===== src/common/hsl_pkg.sv =====
// Shared constants and types of the homing sequencer.
`default_nettype none
package hsl_pkg;

  // Homing method codes accepted on the mode input.
  localparam logic [5:0] HSL_MODE_24 = 6'h18;
  localparam logic [5:0] HSL_MODE_25 = 6'h19;
  localparam logic [5:0] HSL_MODE_26 = 6'h1A;
  localparam logic [5:0] HSL_MODE_27 = 6'h1B;

  // Bit positions of the sensed switches in the edge vectors.
  localparam int HSL_SENSE_W = 3;
  localparam int HSL_HOME    = 0;
  localparam int HSL_POS_LIM = 1;
  localparam int HSL_NEG_LIM = 2;

  // Direction codes on move_dir.
  localparam logic HSL_DIR_POS = 1'b1;
  localparam logic HSL_DIR_NEG = 1'b0;

  // Reset value of the sampled switch levels.
  localparam logic [HSL_SENSE_W-1:0] HSL_SENSE_RST = 3'h0;

  typedef enum logic [2:0] {
    HSL_IDLE  = 3'b000,
    HSL_FAST  = 3'b001,
    HSL_BACK  = 3'b010,
    HSL_SLOW  = 3'b011,
    HSL_HALT  = 3'b100,
    HSL_HOMED = 3'b101,
    HSL_ABORT = 3'b110
  } hsl_state_t;

endpackage : hsl_pkg
`default_nettype wire


===== src/common/hsl_edge_if.sv =====
// Sampled switch levels and their edges, passed to the sequencer.
`timescale 1ns/100ps
`default_nettype none
interface hsl_edge_if;
  logic [hsl_pkg::HSL_SENSE_W-1:0] level;
  logic [hsl_pkg::HSL_SENSE_W-1:0] rise;
  logic [hsl_pkg::HSL_SENSE_W-1:0] fall;

  modport src (output level, output rise, output fall);
  modport dst (input level, input rise, input fall);
endinterface : hsl_edge_if
`default_nettype wire


===== src/rtl/hsl_edge_detect.sv =====
// Samples the switch inputs and marks their transitions.
`timescale 1ns/100ps
`default_nettype none
module hsl_edge_detect #(
  parameter int W = hsl_pkg::HSL_SENSE_W
) (
  // Clock and reset
  input  wire logic         clock,
  input  wire logic         rstn,
  // Raw switch levels
  input  wire logic [W-1:0] sample,
  // Levels and edges
  hsl_edge_if.src           edges
);

  logic [W-1:0] cur;
  logic [W-1:0] prev;

  // Two registered samples are compared so that every edge is a clean
  // one-cycle pulse aligned with the level the sequencer sees.
  always_ff @(posedge clock) begin
    if (!rstn) begin
      cur  <= hsl_pkg::HSL_SENSE_RST;
      prev <= hsl_pkg::HSL_SENSE_RST;
    end else begin
      cur  <= sample;
      prev <= cur;
    end
  end

  assign edges.level = cur;
  assign edges.rise  = cur & ~prev;
  assign edges.fall  = ~cur & prev;

endmodule : hsl_edge_detect
`default_nettype wire


===== src/rtl/hsl_homing_seq.sv =====
// Homing sequencer for switch-edge methods with one limit reversal.
`timescale 1ns/100ps
`default_nettype none
module hsl_homing_seq (
  // Clock and reset
  input  wire logic       clock,
  input  wire logic       rstn,
  // Command
  input  wire logic       start,
  input  wire logic [5:0] mode,
  // Switches, high while on
  input  wire logic       home_switch,
  input  wire logic       positive_limit,
  input  wire logic       negative_limit,
  // Motion profile
  input  wire logic       stop_done,
  output logic            move_req,
  output logic            move_dir,
  output logic            move_fast,
  output logic            stop_req,
  // Status
  output logic            home_found,
  output logic            alarm,
  output logic            busy
);

  hsl_edge_if ev ();

  hsl_edge_detect #(
    .W (hsl_pkg::HSL_SENSE_W)
  ) u_edges (
    .clock  (clock),
    .rstn   (rstn),
    .sample ({negative_limit, positive_limit, home_switch}),
    .edges  (ev.src)
  );

  hsl_pkg::hsl_state_t st;
  hsl_pkg::hsl_state_t resume;
  logic                resume_dir;
  logic                dir;
  logic                limit_seen;
  logic [5:0]          mode_q;

  logic mode_ok;
  logic start_dir;
  logic tgt_rise;
  logic final_dir;
  logic own_dir;
  logic tgt_edge;
  logic other_edge;
  logic own_hit;
  logic far_hit;
  logic moving;
  logic abort;

  // Start direction depends on the method and on the switch at start.
  always_comb begin
    mode_ok   = 1'b1;
    start_dir = hsl_pkg::HSL_DIR_POS;
    case (mode)
      hsl_pkg::HSL_MODE_24: begin
        start_dir = !ev.level[hsl_pkg::HSL_HOME];
      end
      hsl_pkg::HSL_MODE_25: begin
        start_dir = hsl_pkg::HSL_DIR_POS;
      end
      hsl_pkg::HSL_MODE_26: begin
        start_dir = hsl_pkg::HSL_DIR_POS;
      end
      hsl_pkg::HSL_MODE_27: begin
        start_dir = ev.level[hsl_pkg::HSL_HOME];
      end
      default: begin
        mode_ok = 1'b0;
      end
    endcase
  end

  // Per-method shape: the edge that marks home, the final approach
  // direction and the end of travel that allows one reversal.
  assign tgt_rise  = (mode_q == hsl_pkg::HSL_MODE_24) ||
                     (mode_q == hsl_pkg::HSL_MODE_25);
  assign final_dir = (mode_q != hsl_pkg::HSL_MODE_25);
  assign own_dir   = (mode_q != hsl_pkg::HSL_MODE_27);

  assign tgt_edge   = tgt_rise ? ev.rise[hsl_pkg::HSL_HOME]
                               : ev.fall[hsl_pkg::HSL_HOME];
  assign other_edge = tgt_rise ? ev.fall[hsl_pkg::HSL_HOME]
                               : ev.rise[hsl_pkg::HSL_HOME];
  assign own_hit = own_dir ? ev.rise[hsl_pkg::HSL_POS_LIM]
                           : ev.rise[hsl_pkg::HSL_NEG_LIM];
  assign far_hit = own_dir ? ev.rise[hsl_pkg::HSL_NEG_LIM]
                           : ev.rise[hsl_pkg::HSL_POS_LIM];

  assign moving = (st == hsl_pkg::HSL_FAST) || (st == hsl_pkg::HSL_BACK) ||
                  (st == hsl_pkg::HSL_SLOW);
  // Only the first own-side limit met in the fast search, while heading
  // towards it, is forgiven; any other limit contact ends the run.
  assign abort = moving && (far_hit || (own_hit && (limit_seen ||
                 st != hsl_pkg::HSL_FAST || dir != own_dir)));

  // Sequencing of the motion phases.
  always_ff @(posedge clock) begin
    if (!rstn) begin
      st         <= hsl_pkg::HSL_IDLE;
      resume     <= hsl_pkg::HSL_IDLE;
      resume_dir <= hsl_pkg::HSL_DIR_POS;
      dir        <= hsl_pkg::HSL_DIR_POS;
      limit_seen <= 1'b0;
      mode_q     <= hsl_pkg::HSL_MODE_24;
    end else begin
      case (st)
        hsl_pkg::HSL_IDLE: begin
          if (start) begin
            mode_q     <= mode;
            limit_seen <= 1'b0;
            dir        <= start_dir;
            st <= mode_ok ? hsl_pkg::HSL_FAST : hsl_pkg::HSL_ABORT;
          end
        end
        hsl_pkg::HSL_FAST: begin
          if (abort) begin
            st <= hsl_pkg::HSL_ABORT;
          end else if (own_hit) begin
            limit_seen <= 1'b1;
            st         <= hsl_pkg::HSL_HALT;
            resume     <= hsl_pkg::HSL_FAST;
            resume_dir <= !dir;
          end else if (dir == final_dir && tgt_edge) begin
            st         <= hsl_pkg::HSL_HALT;
            resume     <= hsl_pkg::HSL_BACK;
            resume_dir <= !dir;
          end else if (dir != final_dir && other_edge) begin
            st         <= hsl_pkg::HSL_HALT;
            resume     <= hsl_pkg::HSL_SLOW;
            resume_dir <= final_dir;
          end
        end
        hsl_pkg::HSL_BACK: begin
          if (abort) begin
            st <= hsl_pkg::HSL_ABORT;
          end else if (other_edge) begin
            // Overshoot of a narrow switch region is harmless here: the
            // slow approach that follows heads back towards the edge.
            st         <= hsl_pkg::HSL_HALT;
            resume     <= hsl_pkg::HSL_SLOW;
            resume_dir <= final_dir;
          end
        end
        hsl_pkg::HSL_SLOW: begin
          if (abort) begin
            st <= hsl_pkg::HSL_ABORT;
          end else if (tgt_edge) begin
            st <= hsl_pkg::HSL_HOMED;
          end
        end
        hsl_pkg::HSL_HALT: begin
          if (stop_done) begin
            st  <= resume;
            dir <= resume_dir;
          end
        end
        hsl_pkg::HSL_HOMED: begin
          if (stop_done) begin
            st <= hsl_pkg::HSL_IDLE;
          end
        end
        hsl_pkg::HSL_ABORT: begin
          if (stop_done) begin
            st <= hsl_pkg::HSL_IDLE;
          end
        end
        default: begin
          st <= hsl_pkg::HSL_IDLE;
        end
      endcase
    end
  end

  // Home strobe: the profile latches its stop position on this pulse.
  always_ff @(posedge clock) begin
    if (!rstn) begin
      home_found <= 1'b0;
    end else begin
      home_found <= (st == hsl_pkg::HSL_HOMED) && stop_done;
    end
  end

  // Alarm holds until the next start so software sees why motion ended.
  always_ff @(posedge clock) begin
    if (!rstn) begin
      alarm <= 1'b0;
    end else if ((moving && abort) ||
                 (st == hsl_pkg::HSL_IDLE && start && !mode_ok)) begin
      alarm <= 1'b1;
    end else if (st == hsl_pkg::HSL_IDLE && start) begin
      alarm <= 1'b0;
    end
  end

  assign move_req  = moving;
  assign move_dir  = dir;
  assign move_fast = (st == hsl_pkg::HSL_FAST) || (st == hsl_pkg::HSL_BACK);
  assign stop_req  = (st == hsl_pkg::HSL_HALT) ||
                     (st == hsl_pkg::HSL_HOMED) ||
                     (st == hsl_pkg::HSL_ABORT);
  assign busy      = (st != hsl_pkg::HSL_IDLE);
endmodule : hsl_homing_seq
`default_nettype wire


===== config.mk =====
export PLATFORM = sky130hd
export DESIGN_NAME = hsl_homing_seq
export DESIGN_NICKNAME = d
export VERILOG_FILES = /design/src/common/hsl_pkg.sv /design/src/common/hsl_edge_if.sv /design/src/rtl/hsl_edge_detect.sv /design/src/rtl/hsl_homing_seq.sv
export SDC_FILE = /design/constraint.sdc
export NUM_CORES = 1
export LEC_CHECK = 0
export BUFFER_PORTS_ARGS = -buffer_cell sky130_fd_sc_hd__buf_4
export CORE_ASPECT_RATIO = 0.75
export CORE_MARGIN = 4
export CORE_UTILIZATION = 30
export DETAILED_ROUTE_END_ITERATION = 7
export PLACE_DENSITY = 0.46
export SLEW_MARGIN = 20
export SYNTH_ARGS = -nofsm -noshare
export SYNTH_HDL_FRONTEND = slang
export SYNTH_SLANG_ARGS = --single-unit

===== constraint.sdc =====
create_clock -name clock -period 2 [get_ports clock]
set_input_delay 0.4 -clock clock [delete_from_list [all_inputs] [get_ports clock]]
set_output_delay 0.4 -clock clock [all_outputs]
set_load 0.01 [all_outputs]

# After elaboration in Yosys (flattened, before gate mapping)
# Cells that the tools add are included.
# totals
word_cells,118
inputBits,13
register_bits,23
output_inout_bits,7
# classes
n_eq_ne,29
bitwise_logic,4
reduce_logical,33
n_mux,42
# ops
operator,count
3-bit 2-to-1 mux,18
6-bit by 5-bit equality test with 1-bit output (second input constant),6
1-bit 2-to-1 mux,18
3-bit case mux with 6 select lines,1
2-bit != test (second input constant),6
6-bit by 5-bit != test with 1-bit output (second input constant),2
3-bit equality test (second input constant),3
1-bit logical OR,9
1-bit logical AND,8
1-bit case mux with 2 select lines,4
2-bit nonzero test,4
3-bit by 2-bit equality test with 1-bit output (second input constant),2
3-bit != test (second input constant),2
3-bit case mux with 2 select lines,1
6-bit AND reduction,1
5-bit by 3-bit != test with 1-bit output (second input constant),1
5-bit AND reduction,1
4-bit by 2-bit != test with 1-bit output (second input constant),1
4-bit AND reduction,1
4-bit OR reduction,1
3-bit AND,1
3-bit by 1-bit equality test with 1-bit output (second input constant),1
1-bit logical NOT,3
3-bit logical NOT,1
other kinds (11),12

# Depth between registers and ports, before layout
# Gate-level depths: netlist of the first run.
# logic_depth
depth_word,9
mapped_depth,7
depth_no_buf,6

# By module
# From an unflattened synthesis of the first run, not the netlist that was laid out.
# unflattened
cells_unflattened,159
area_unflattened_um2,1303.8
# by_module_without_submodules
mod,cells_per_inst,instances,area_per_inst_um2
hsl_homing_seq,141,1,1108.6
hsl_edge_detect,18,1,195.2

# Worst setup path after synthesis of the first run
# Ideal clock, no wire load.
# synth_path
path_kind,reg2reg
startpoint,register mode_q[2]
endpoint,register st[1]
setup_slack_ns,0.200
t_required_ns,1.878
period_less_slack_ns,1.800
setup_ns,0.122
t_arrival_ns,1.679
stages_incl_launch_ff,6
cell_sequence,dfxtp_1 -> nand4bb_4 -> nor2_2 -> mux2_2 -> a211o_1 -> o311a_1
# synth_between
elab_chain_cells,8
word_cells_on_any_way,28
# synth_lines
item,line,source
start: declaration,hsl_homing_seq.sv:43,logic [5:0] mode_q;
start signal: assignment,hsl_homing_seq.sv:111,mode_q <= hsl_pkg::HSL_MODE_24;
start signal: assignment,hsl_homing_seq.sv:116,mode_q <= mode;
6-bit by 5-bit equality test with 1-bit output (tied with other cells),hsl_homing_seq.sv:82,assign tgt_rise = (mode_q == hsl_pkg::HSL_MODE_24) ||
1-bit logical OR or 1-bit != test (tied branches),"hsl_homing_seq.sv:82, hsl_homing_seq.sv:101",
1-bit 2-to-1 mux or 1-bit logical OR (tied branches),"hsl_homing_seq.sv:87, hsl_homing_seq.sv:101",
"1-bit logical AND, on equally long branches","hsl_homing_seq.sv:130, hsl_homing_seq.sv:100",
3-bit 2-to-1 mux or 1-bit logical OR (tied branches),"hsl_homing_seq.sv:130, hsl_homing_seq.sv:100",
3-bit 2-to-1 mux or 1-bit logical AND (tied branches),"hsl_homing_seq.sv:125, hsl_homing_seq.sv:100",
3-bit 2-to-1 mux (tied with other cells),hsl_homing_seq.sv:123,if (abort) begin
3-bit case mux with 6 select lines or 6-bit AND reduction (tied branches),-,
end signal: assignment,hsl_homing_seq.sv:124,st <= hsl_pkg::HSL_ABORT;
end signal: assignment,hsl_homing_seq.sv:127,st <= hsl_pkg::HSL_HALT;
end signal: assignment,hsl_homing_seq.sv:131,st <= hsl_pkg::HSL_HALT;
end: declaration,hsl_homing_seq.sv:38,hsl_pkg::hsl_state_t st;
# Parallel ways exist; a longest one is shown, timed or not.
# A chain may end at the register's enable or synchronous reset.

# Worst setup path in the final report of the first run
# Ends and elaborated chain as after synthesis.

==> impl_metrics.json, run 1 <==
{
  "slowest_delay_ns": 0.35,
  "synth.avg_cell_area_sq_um": 8.61,
  "start_util": 0.319,
  "clockBufferDepth": 2,
  "r2r-end": "st[1]",
  "cp_num_buf_inv": 0,
  "multi_input_area_sq_um": 830,
  "switchingPower_mw": 0.872,
  "crit_arrival_ns": 2.06,
  "n_fill_cell": 462,
  "yosysWarnings": 0,
  "final_area_sq_um": 1610,
  "dpl_cell_area_sq_um": 1540,
  "synth_top_cell_by_area": "dfxtp_1",
  "ir_drop_v": 0.000432,
  "core_area_sq_um": 4150,
  "r2r_start": "mode_q[2]",
  "synth_most_common_cell": "dfxtp_1",
  "relSlewSlack": 0.718,
  "holdPathStages": 2,
  "ant_nets": 0,
  "htree_levels": 1,
  "diodes": 0,
  "critPathCaptureType": "register",
  "routed_wl_microns": 3380,
  "worstSkewPairLatency_ns": 0.26,
  "viasPerCell": 5.07,
  "die_w_microns": 84.8,
  "postSynthCellCount": 154,
  "ys_types": 51,
  "ys_top_cells_by_count": "dfxtp_1 (22), nand2_1 (20), a21oi_1 (14), nor2_1 (12), nand3_1 (11)",
  "drv_slew": 0,
  "synth_nets": 167,
  "first_global_vias": 1105,
  "comb_power_share": 0.562,
  "drc": 0,
  "ys_async_sr_fraction": 0,
  "maxCapViolCount": 0,
  "io_pins": 20,
  "drive_above_1_share": 0.279,
  "whs_ns": 0.346,
  "dp_slack_ns": 0.0551,
  "dieArea_sq_um": 5560,
  "min_period_ns": 1.92,
  "final.setup.worst_slack_ns": 0.0849,
  "cts_hold_buf": 0,
  "avgRoutedWirePerCell_microns": 14.5,
  "fin_nets": 194,
  "grtUsageTotal": 0.124,
  "status": "finished clean",
  "place_inst": 230,
  "routabilityCongestion": 0.880,
  "seq_power_share": 0.307,
  "grt_max_degree": 18,
  "r2r_cells": 5,
  "power.total_mw": 2.12,
  "cts_tree": "done",
  "path_class": "register to register",
  "finalNonFillerCells": 234,
  "antenna_found_initial": 0,
  "finClkSkew_ns": 0.00551,
  "fin_util": 0.388,
  "yosys_register_bits": 22,
  "clkPwrFrac": 0.131,
  "required_ns": 2.15,
  "hold_path_class": "primary input to register",
  "dp_hpwl_microns": 2650,
  "crit_path_start_kind": "register",
  "root_buffer": "clkbuf_8",
  "seq_area_frac_synth": 0.332,
  "regArea_sq_um": 440,
  "grt-ovfl-total": 0,
  "synth_edf_count": 0,
  "syn_to_final_growth_pct": 21.6,
  "hold_end": "u_edges.edges.level[0]",
  "leakage_nw": 0.618,
  "power.density_nw_per_um2": 1320,
  "yosysTopAreaCellShare": 0.332,
  "drtIter0Drc": 75,
  "cts.sinks": 22,
  "setup-tns-final_ns": 0,
  "setup_viol": 0,
  "grt_pass1_wl_microns": 5490,
  "path_cells": "nand4bb_4 -> nor2_4 -> mux2_4 -> a211o_1 -> o311a_1",
  "row_count": 20,
  "cpMaxStageDelayCell": "a211o_1",
  "p_sw_frac": 0.411,
  "fin_crit_sh": 0.958,
  "cp_top_family": "compound AO/OA/AOI/OAI gates",
  "fmax_mhz": 522,
  "vias": 1187,
  "rrSetupSlack_ns": 0.08,
  "synth_area_sq_um": 1330,
  "io_buffers": 19,
  "p_int_mw": 1.25,
  "dieHeight_microns": 65.6,
  "clkTransAtPathRegs_ns": 0.08,
  "hold_start": "home_switch",
  "synth_area_leaders": "dfxtp_1 (33%), nand2_1 (5.7%), a21oi_1 (5.3%)",
  "hold_violations": 0,
  "crit_fanout": 5,
  "tightest_slew_ns": 0.419,
  "synth_top_flop_cell": "dfxtp_1",
  "cts_inserted_buffers": 3,
  "dr.pass1.iters": 4
}
placed cells by master (no fill, tap or decap), drive strengths merged, types with 2 or more instances in the layout:
cell type,netlist,layout
a211oi,2,2
a21oi,14,14
and2,10,10
and4bb,2,2
buf,5,30
clkbuf,3,3
dfxtp,22,22
mux2,4,4
nand2,20,20
nand2b,3,3
nand3,12,12
nor2,13,13
nor2b,3,3
nor3,3,3
o211ai,4,4
o21ai,4,4
or2b,2,2
or3,4,4
xnor2,2,2
per-layer routing:
layer | up-vias | part of all wire | track usage | routed length [microns]
met5 | - | 0 | 0 | 0
met4 | 0 | 0.015 | 0.0356 | 50
met3 | 6 | 0.051 | 0.0313 | 172
met2 | 37 | 0.41 | 0.181 | 1400
met1 | 538 | 0.52 | 0.179 | 1760
li1 | 606 | - | - | -
power by group through the flow:
stage,combinational (mW),sequential (mW),clock [mW]
after floorplan,0.897,0.623,0
after global placement,1.16,0.653,0
after detailed placement,1.15,0.653,0
after CTS,1.15,0.643,0.291
after global routing,1.32,0.665,0.305
final,1.19,0.652,0.277
final cells by class:
cell class	count	area share
sequential	22	0.273
clock buffer	3	0.0256
timing repair buffer	30	0.140
multi-input combinational	122	0.514
tap	55	0.0427
inverter	2	0.00465
what timing repair did:
action | CTS | global route
setup buffers | 0 | 1
resized for setup | 0 | 5
setup endpoints to repair | 0 | 5
flip-flops by register name, indices dropped and copies added (netlist names), 2 cells and up:
| name | cells |
|---|---|
| resume | 2 |
| u_edges.prev | 3 |
| u_edges.edges.level | 3 |
| st | 3 |
| mode_q | 6 |
worst reg2reg max path: stages, from the launching register on:
cell       delay [ns]
dfxtp_1          0.33
nand4bb_4        0.28
nor2_4           0.18
mux2_4           0.34
a211o_1          0.35
o311a_1          0.34
cells by family (layout without fill, tap and decap cells):
family | after synthesis | after routing | share of synthesized area
flip-flops | 22 | 22 | 0.332
AO/OA/AOI/OAI | 38 | 38 | 0.208
XOR/XNOR | 2 | 2 | 0.0132
multiplexers | 5 | 5 | 0.0443
AND/OR/NAND/NOR | 77 | 77 | 0.341
buffers and inverters | 10 | 35 | 0.0613
worst max path at each step:
stage	start	endpoint	slack (ns)	cells past startpoint
2_1_floorplan	mode_q[2]	st[1]	0.20	5
3_3_place_gp	st[1]	st[1]	0.04	6
3_5_place_dp	st[1]	st[1]	0.06	6
4_1_cts	st[1]	st[1]	0.03	6
5_1_grt	mode_q[2]	st[1]	-0.005	8
6_report	mode_q[2]	st[1]	0.08	5
Power figures use the tool's default switching activity.
==> inputs of run 2 (changes only) <==
--- a/config.mk
+++ b/config.mk
@@ -11,6 +11,7 @@
 export CORE_UTILIZATION = 30
 export DETAILED_ROUTE_END_ITERATION = 7
 export PLACE_DENSITY = 0.46
+export RECOVER_POWER = 100
 export SLEW_MARGIN = 20
 export SYNTH_ARGS = -nofsm -noshare
 export SYNTH_HDL_FRONTEND = slang
==> impl_metrics.json, run 2 (same netlist as run 1, synthesis figures left out) <==
{
  "status": "finished clean",
  "vias": 1206,
  "final.setup.worst_slack_ns": 0.0949,
  "maxCapViolCount": 0,
  "hold_path_class": "primary input to register",
  "switchingPower_mw": 0.867,
  "crit_path_start_kind": "register",
  "core_area_sq_um": 4150,
  "seq_power_share": 0.315,
  "setup-tns-final_ns": 0,
  "n_fill_cell": 468,
  "wl_met3_microns": 143,
  "ant_nets": 0,
  "p_sw_frac": 0.420,
  "io_buffers": 19,
  "cp_top_family": "compound AO/OA/AOI/OAI gates",
  "fin_nets": 194,
  "clkTransAtPathRegs_ns": 0.08,
  "wl_met1_microns": 1790,
  "die_w_microns": 84.8,
  "syn_to_final_growth_pct": 19.2,
  "root_buffer": "clkbuf_8",
  "place_inst": 230,
  "io_pins": 20,
  "htree_levels": 1,
  "cp_num_buf_inv": 0,
  "worstSetupPathDepth": 5,
  "fin_crit_sh": 0.953,
  "drtIter0Drc": 73,
  "dr.pass1.iters": 4,
  "power.density_nw_per_um2": 1310,
  "min_period_ns": 1.91,
  "avgRoutedWirePerCell_microns": 14.6,
  "leakage_nw": 0.588,
  "wl_met2_microns": 1420,
  "cts_hold_buf": 0,
  "dp_hpwl_microns": 2650,
  "first_global_vias": 1105,
  "comb_power_share": 0.550,
  "crit_fanout": 5,
  "critPathCaptureType": "register",
  "finClkSkew_ns": 0.00530,
  "clkPwrFrac": 0.134,
  "grt_max_degree": 18,
  "hold_violations": 0,
  "crit_arrival_ns": 2.05,
  "ir_drop_v": 0.000420,
  "routed_wl_microns": 3410,
  "start_util": 0.319,
  "path_cells": "nand4bb_4 -> nor2_4 -> mux2_4 -> a211o_1 -> o311a_1",
  "diodes": 0,
  "grt_pass1_wl_microns": 5490,
  "final_area_sq_um": 1580,
  "rsz0062_at_grt": "false",
  "antenna_found_initial": 0,
  "fin_util": 0.380,
  "clockBufferDepth": 2,
  "path_class": "register to register",
  "final_cell_mix": "buf_4 (23), dfxtp_1 (22), nand2_1 (20)",
  "worstSkewPairLatency_ns": 0.26,
  "drv_slew": 0,
  "row_count": 20,
  "relSlewSlack": 0.594,
  "cts_tree": "done",
  "r2r_cells": 5,
  "largest_reg_flops": 6,
  "highest_layer": "met4",
  "slowest_delay_ns": 0.34,
  "cts.sinks": 22,
  "tightest_slew_ns": 0.610,
  "p_int_mw": 1.20,
  "dpl_cell_area_sq_um": 1540,
  "grtUsageTotal": 0.124,
  "cts_inserted_buffers": 3,
  "grt-ovfl-total": 0,
  "setup_viol": 0,
  "cpMaxStageDelayCell": "mux2_4",
  "fmax_mhz": 525,
  "drc": 0,
  "dp_slack_ns": 0.0551,
  "required_ns": 2.15,
  "routabilityCongestion": 0.880,
  "layout_commonest_cell": "buf_4",
  "drive_above_1_share": 0.235,
  "dieArea_sq_um": 5560,
  "holdPathStages": 2,
  "viasPerCell": 5.15,
  "dieHeight_microns": 65.6,
  "regMostFlops": "mode_q",
  "finalNonFillerCells": 234
}
-- run 2: changes by cell type in the layout (fill, tap and decap cells not counted) --
cell	previous run	this run
clkbuf_1	0	7
a221oi_2	1	0
and2_0	0	1
buf_4	30	23
a221oi_1	0	1
and2_1	10	9
-- run 2: final timing paths --
check | from | end | slack, ns
max reg2reg | mode_q[2] | st[1] | 0.09
min reg2reg | u_edges.edges.level[2] | u_edges.prev[2] | 0.45
min | home_switch | u_edges.edges.level[0] | 0.35
max | mode_q[2] | st[1] | 0.09
-- run 2: area by class of cell --
class                      count  area (sq um)  area share
clock buffer                   3          41.3      0.0261
tap                           55          68.8      0.0435
multi-input combinational    122           823       0.521
sequential                    22           440       0.279
inverter                       2          7.51     0.00475
timing repair buffer          30           199       0.126
-- run 2: repair_timing --
item | 4_1_cts | 5_1_grt
setup buffers | 0 | 1
resized for setup | 0 | 5
hold endpoints to repair | 0 | 0
setup endpoints to repair | 0 | 5
-- run 2: power groups by stage --
stage / Sequential [mW] / Combinational, mW / Clock (mW)
after floorplan: 0.623 / 0.897 / 0
after global placement: 0.653 / 1.16 / 0
after detailed placement: 0.653 / 1.15 / 0
after CTS: 0.643 / 1.15 / 0.291
after global routing: 0.664 / 1.26 / 0.305
final: 0.652 / 1.14 / 0.278
-- run 2: per-stage QoR --
step | hold WS (ns) | power, mW
floorplan | 0.421 | 1.52
global placement | 0.435 | 1.81
detailed placement | 0.441 | 1.80
CTS | 0.337 | 2.09
global route | 0.339 | 2.22
finish | 0.345 | 2.07
-- run 2: per-layer routing --
layer  GRT usage  vias to the layer above
li1            -                      607
met1       0.179                      559
met2       0.181                       32
met3      0.0313                        8
met4      0.0356                        0
met5           0                        -
==> inputs of run 3 (changes only) <==
--- a/config.mk
+++ b/config.mk
@@ -6,11 +6,13 @@
 export NUM_CORES = 1
 export LEC_CHECK = 0
 export BUFFER_PORTS_ARGS = -buffer_cell sky130_fd_sc_hd__buf_4
+export CELL_PAD_IN_SITES_DETAIL_PLACEMENT = 0
+export CELL_PAD_IN_SITES_GLOBAL_PLACEMENT = 1
 export CORE_ASPECT_RATIO = 0.75
 export CORE_MARGIN = 4
 export CORE_UTILIZATION = 30
 export DETAILED_ROUTE_END_ITERATION = 7
-export PLACE_DENSITY = 0.46
+export PLACE_DENSITY = 0.58
 export RECOVER_POWER = 100
 export SLEW_MARGIN = 20
 export SYNTH_ARGS = -nofsm -noshare
==> impl_metrics.json, run 3 (same netlist as run 1, synthesis figures left out) <==
{
  "regMostFlops": "mode_q",
  "fmax_mhz": 511,
  "min_period_ns": 1.96,
  "multi_input_area_sq_um": 810,
  "grt_pass1_wl_microns": 5710,
  "antenna_found_initial": 0,
  "core_area_sq_um": 4150,
  "cts_inserted_buffers": 3,
  "drv_slew": 0,
  "routabilityCongestion": 0.799,
  "dieArea_sq_um": 5560,
  "power.density_nw_per_um2": 1340,
  "largest_reg_flops": 6,
  "crit_arrival_ns": 2.10,
  "ir_drop_v": 0.000517,
  "drc": 0,
  "ant_nets": 0,
  "start_util": 0.319,
  "clkPwrFrac": 0.147,
  "grt-ovfl-total": 0,
  "finClkSkew_ns": 0.00618,
  "vias": 1207,
  "grt_max_degree": 18,
  "grtUsageTotal": 0.129,
  "critPathCaptureType": "register",
  "first_global_vias": 1131,
  "io_buffers": 19,
  "tightest_slew_ns": 0.655,
  "crit_fanout": 5,
  "drtIter0Drc": 50,
  "crit_path_start_kind": "register",
  "path_class": "register to register",
  "layout_commonest_cell": "buf_4",
  "cp-startpoint": "mode_q[5]",
  "clockBufferDepth": 2,
  "final_cell_mix": "buf_4 (27), nand2_1 (20), dfxtp_1 (20)",
  "dr.pass1.iters": 4,
  "rrSetupSlack_ns": 0.04,
  "root_buffer": "clkbuf_8",
  "r2r-end": "st[1]",
  "hold_path_class": "primary input to register",
  "p_sw_frac": 0.406,
  "r2r_start": "mode_q[5]",
  "hold_end": "u_edges.edges.level[1]",
  "fin_crit_sh": 0.978,
  "hold_violations": 0,
  "rsz0062_at_grt": "true",
  "routed_wl_microns": 3450,
  "regArea_sq_um": 443,
  "drive_above_1_share": 0.262,
  "hold_start": "positive_limit",
  "diodes": 0,
  "cts.sinks": 22,
  "setup-tns-final_ns": 0,
  "row_count": 20,
  "io_pins": 20,
  "p_int_mw": 1.28,
  "cts_hold_buf": 0,
  "required_ns": 2.14,
  "dieHeight_microns": 65.6,
  "htree_levels": 1,
  "seq_power_share": 0.289,
  "cts_tree": "done",
  "whs_ns": 0.346,
  "r2r_cells": 5,
  "avgRoutedWirePerCell_microns": 14.5,
  "maxCapViolCount": 0,
  "leakage_nw": 0.613,
  "clkTransAtPathRegs_ns": 0.08,
  "relSlewSlack": 0.564,
  "die_w_microns": 84.8,
  "n_fill_cell": 453,
  "fin_nets": 197,
  "setup_viol": 0,
  "holdPathStages": 2,
  "comb_power_share": 0.565,
  "status": "finished clean",
  "dp_hpwl_microns": 2740,
  "viasPerCell": 5.07,
  "worstSkewPairLatency_ns": 0.26,
  "syn_to_final_growth_pct": 21.3,
  "switchingPower_mw": 0.879
}
[run 3: changes by cell type in the layout (fill, tap and decap cells not counted), sizes merged]
cell,before,now
buf,23,27
[run 3: layout make-up]
cell class                      count  share of cell area
Clock buffer                        4              0.0342
Timing Repair Buffer               33               0.140
Inverter                            2             0.00467
Sequential cell                    22               0.275
Tap cell                           55              0.0428
Multi-Input combinational cell    122               0.503
[run 3: per-layer routing]
layer / GRT usage / wire length [microns] / vias to the layer above
met3: 0.0326 / 135 / 2
met5: 0 / 0 / -
met1: 0.201 / 1890 / 569
li1: - / - / 615
met2: 0.180 / 1410 / 21
met4: 0.0178 / 11 / 0
[run 3: power groups by stage]
stage / clock (mW) / sequential (mW) / combinational (mW)
after detailed placement: 0 / 0.630 / 1.23
after CTS: 0.327 / 0.621 / 1.24
after global routing: 0.348 / 0.636 / 1.34
after global placement: 0 / 0.630 / 1.24
final: 0.317 / 0.625 / 1.22
after floorplan: 0 / 0.623 / 0.897
[run 3: worst max-delay path by stage]
stage / end / slack [ns] / depth (start not counted)
finish: st[1] / 0.04 / 5
global route: st[2] / -0.06 / 7
CTS: resume_dir / 0.02 / 6
detailed placement: st[1] / 0.04 / 5
global placement: st[1] / 0.04 / 5
floorplan: st[1] / 0.20 / 5
[run 3: stage by stage]
stage                      util  std cells  cell area [sq um]  total power [mW]  setup slack (ns)
after floorplan               -        154               1330              1.52             0.200
after global placement    0.376        233               1560              1.87            0.0355
after detailed placement  0.376        233               1560              1.86            0.0350
after CTS                 0.389        237               1620              2.19            0.0221
after global routing      0.387        238               1610              2.33           -0.0554
final                     0.387        238               1610              2.16            0.0448
[run 3: what timing repair did]
action,in CTS,in global routing
endpoints found under the setup margin,0,3
gates resized for setup,0,3
setup buffers,0,1
[run 3: worst max-delay path: stages, from the launching register on]
cell	delay [ns]
dfxtp_2	0.33
nand4bb_4	0.26
nor2_4	0.14
mux2_2	0.38
a211o_1	0.35
o311a_1	0.36
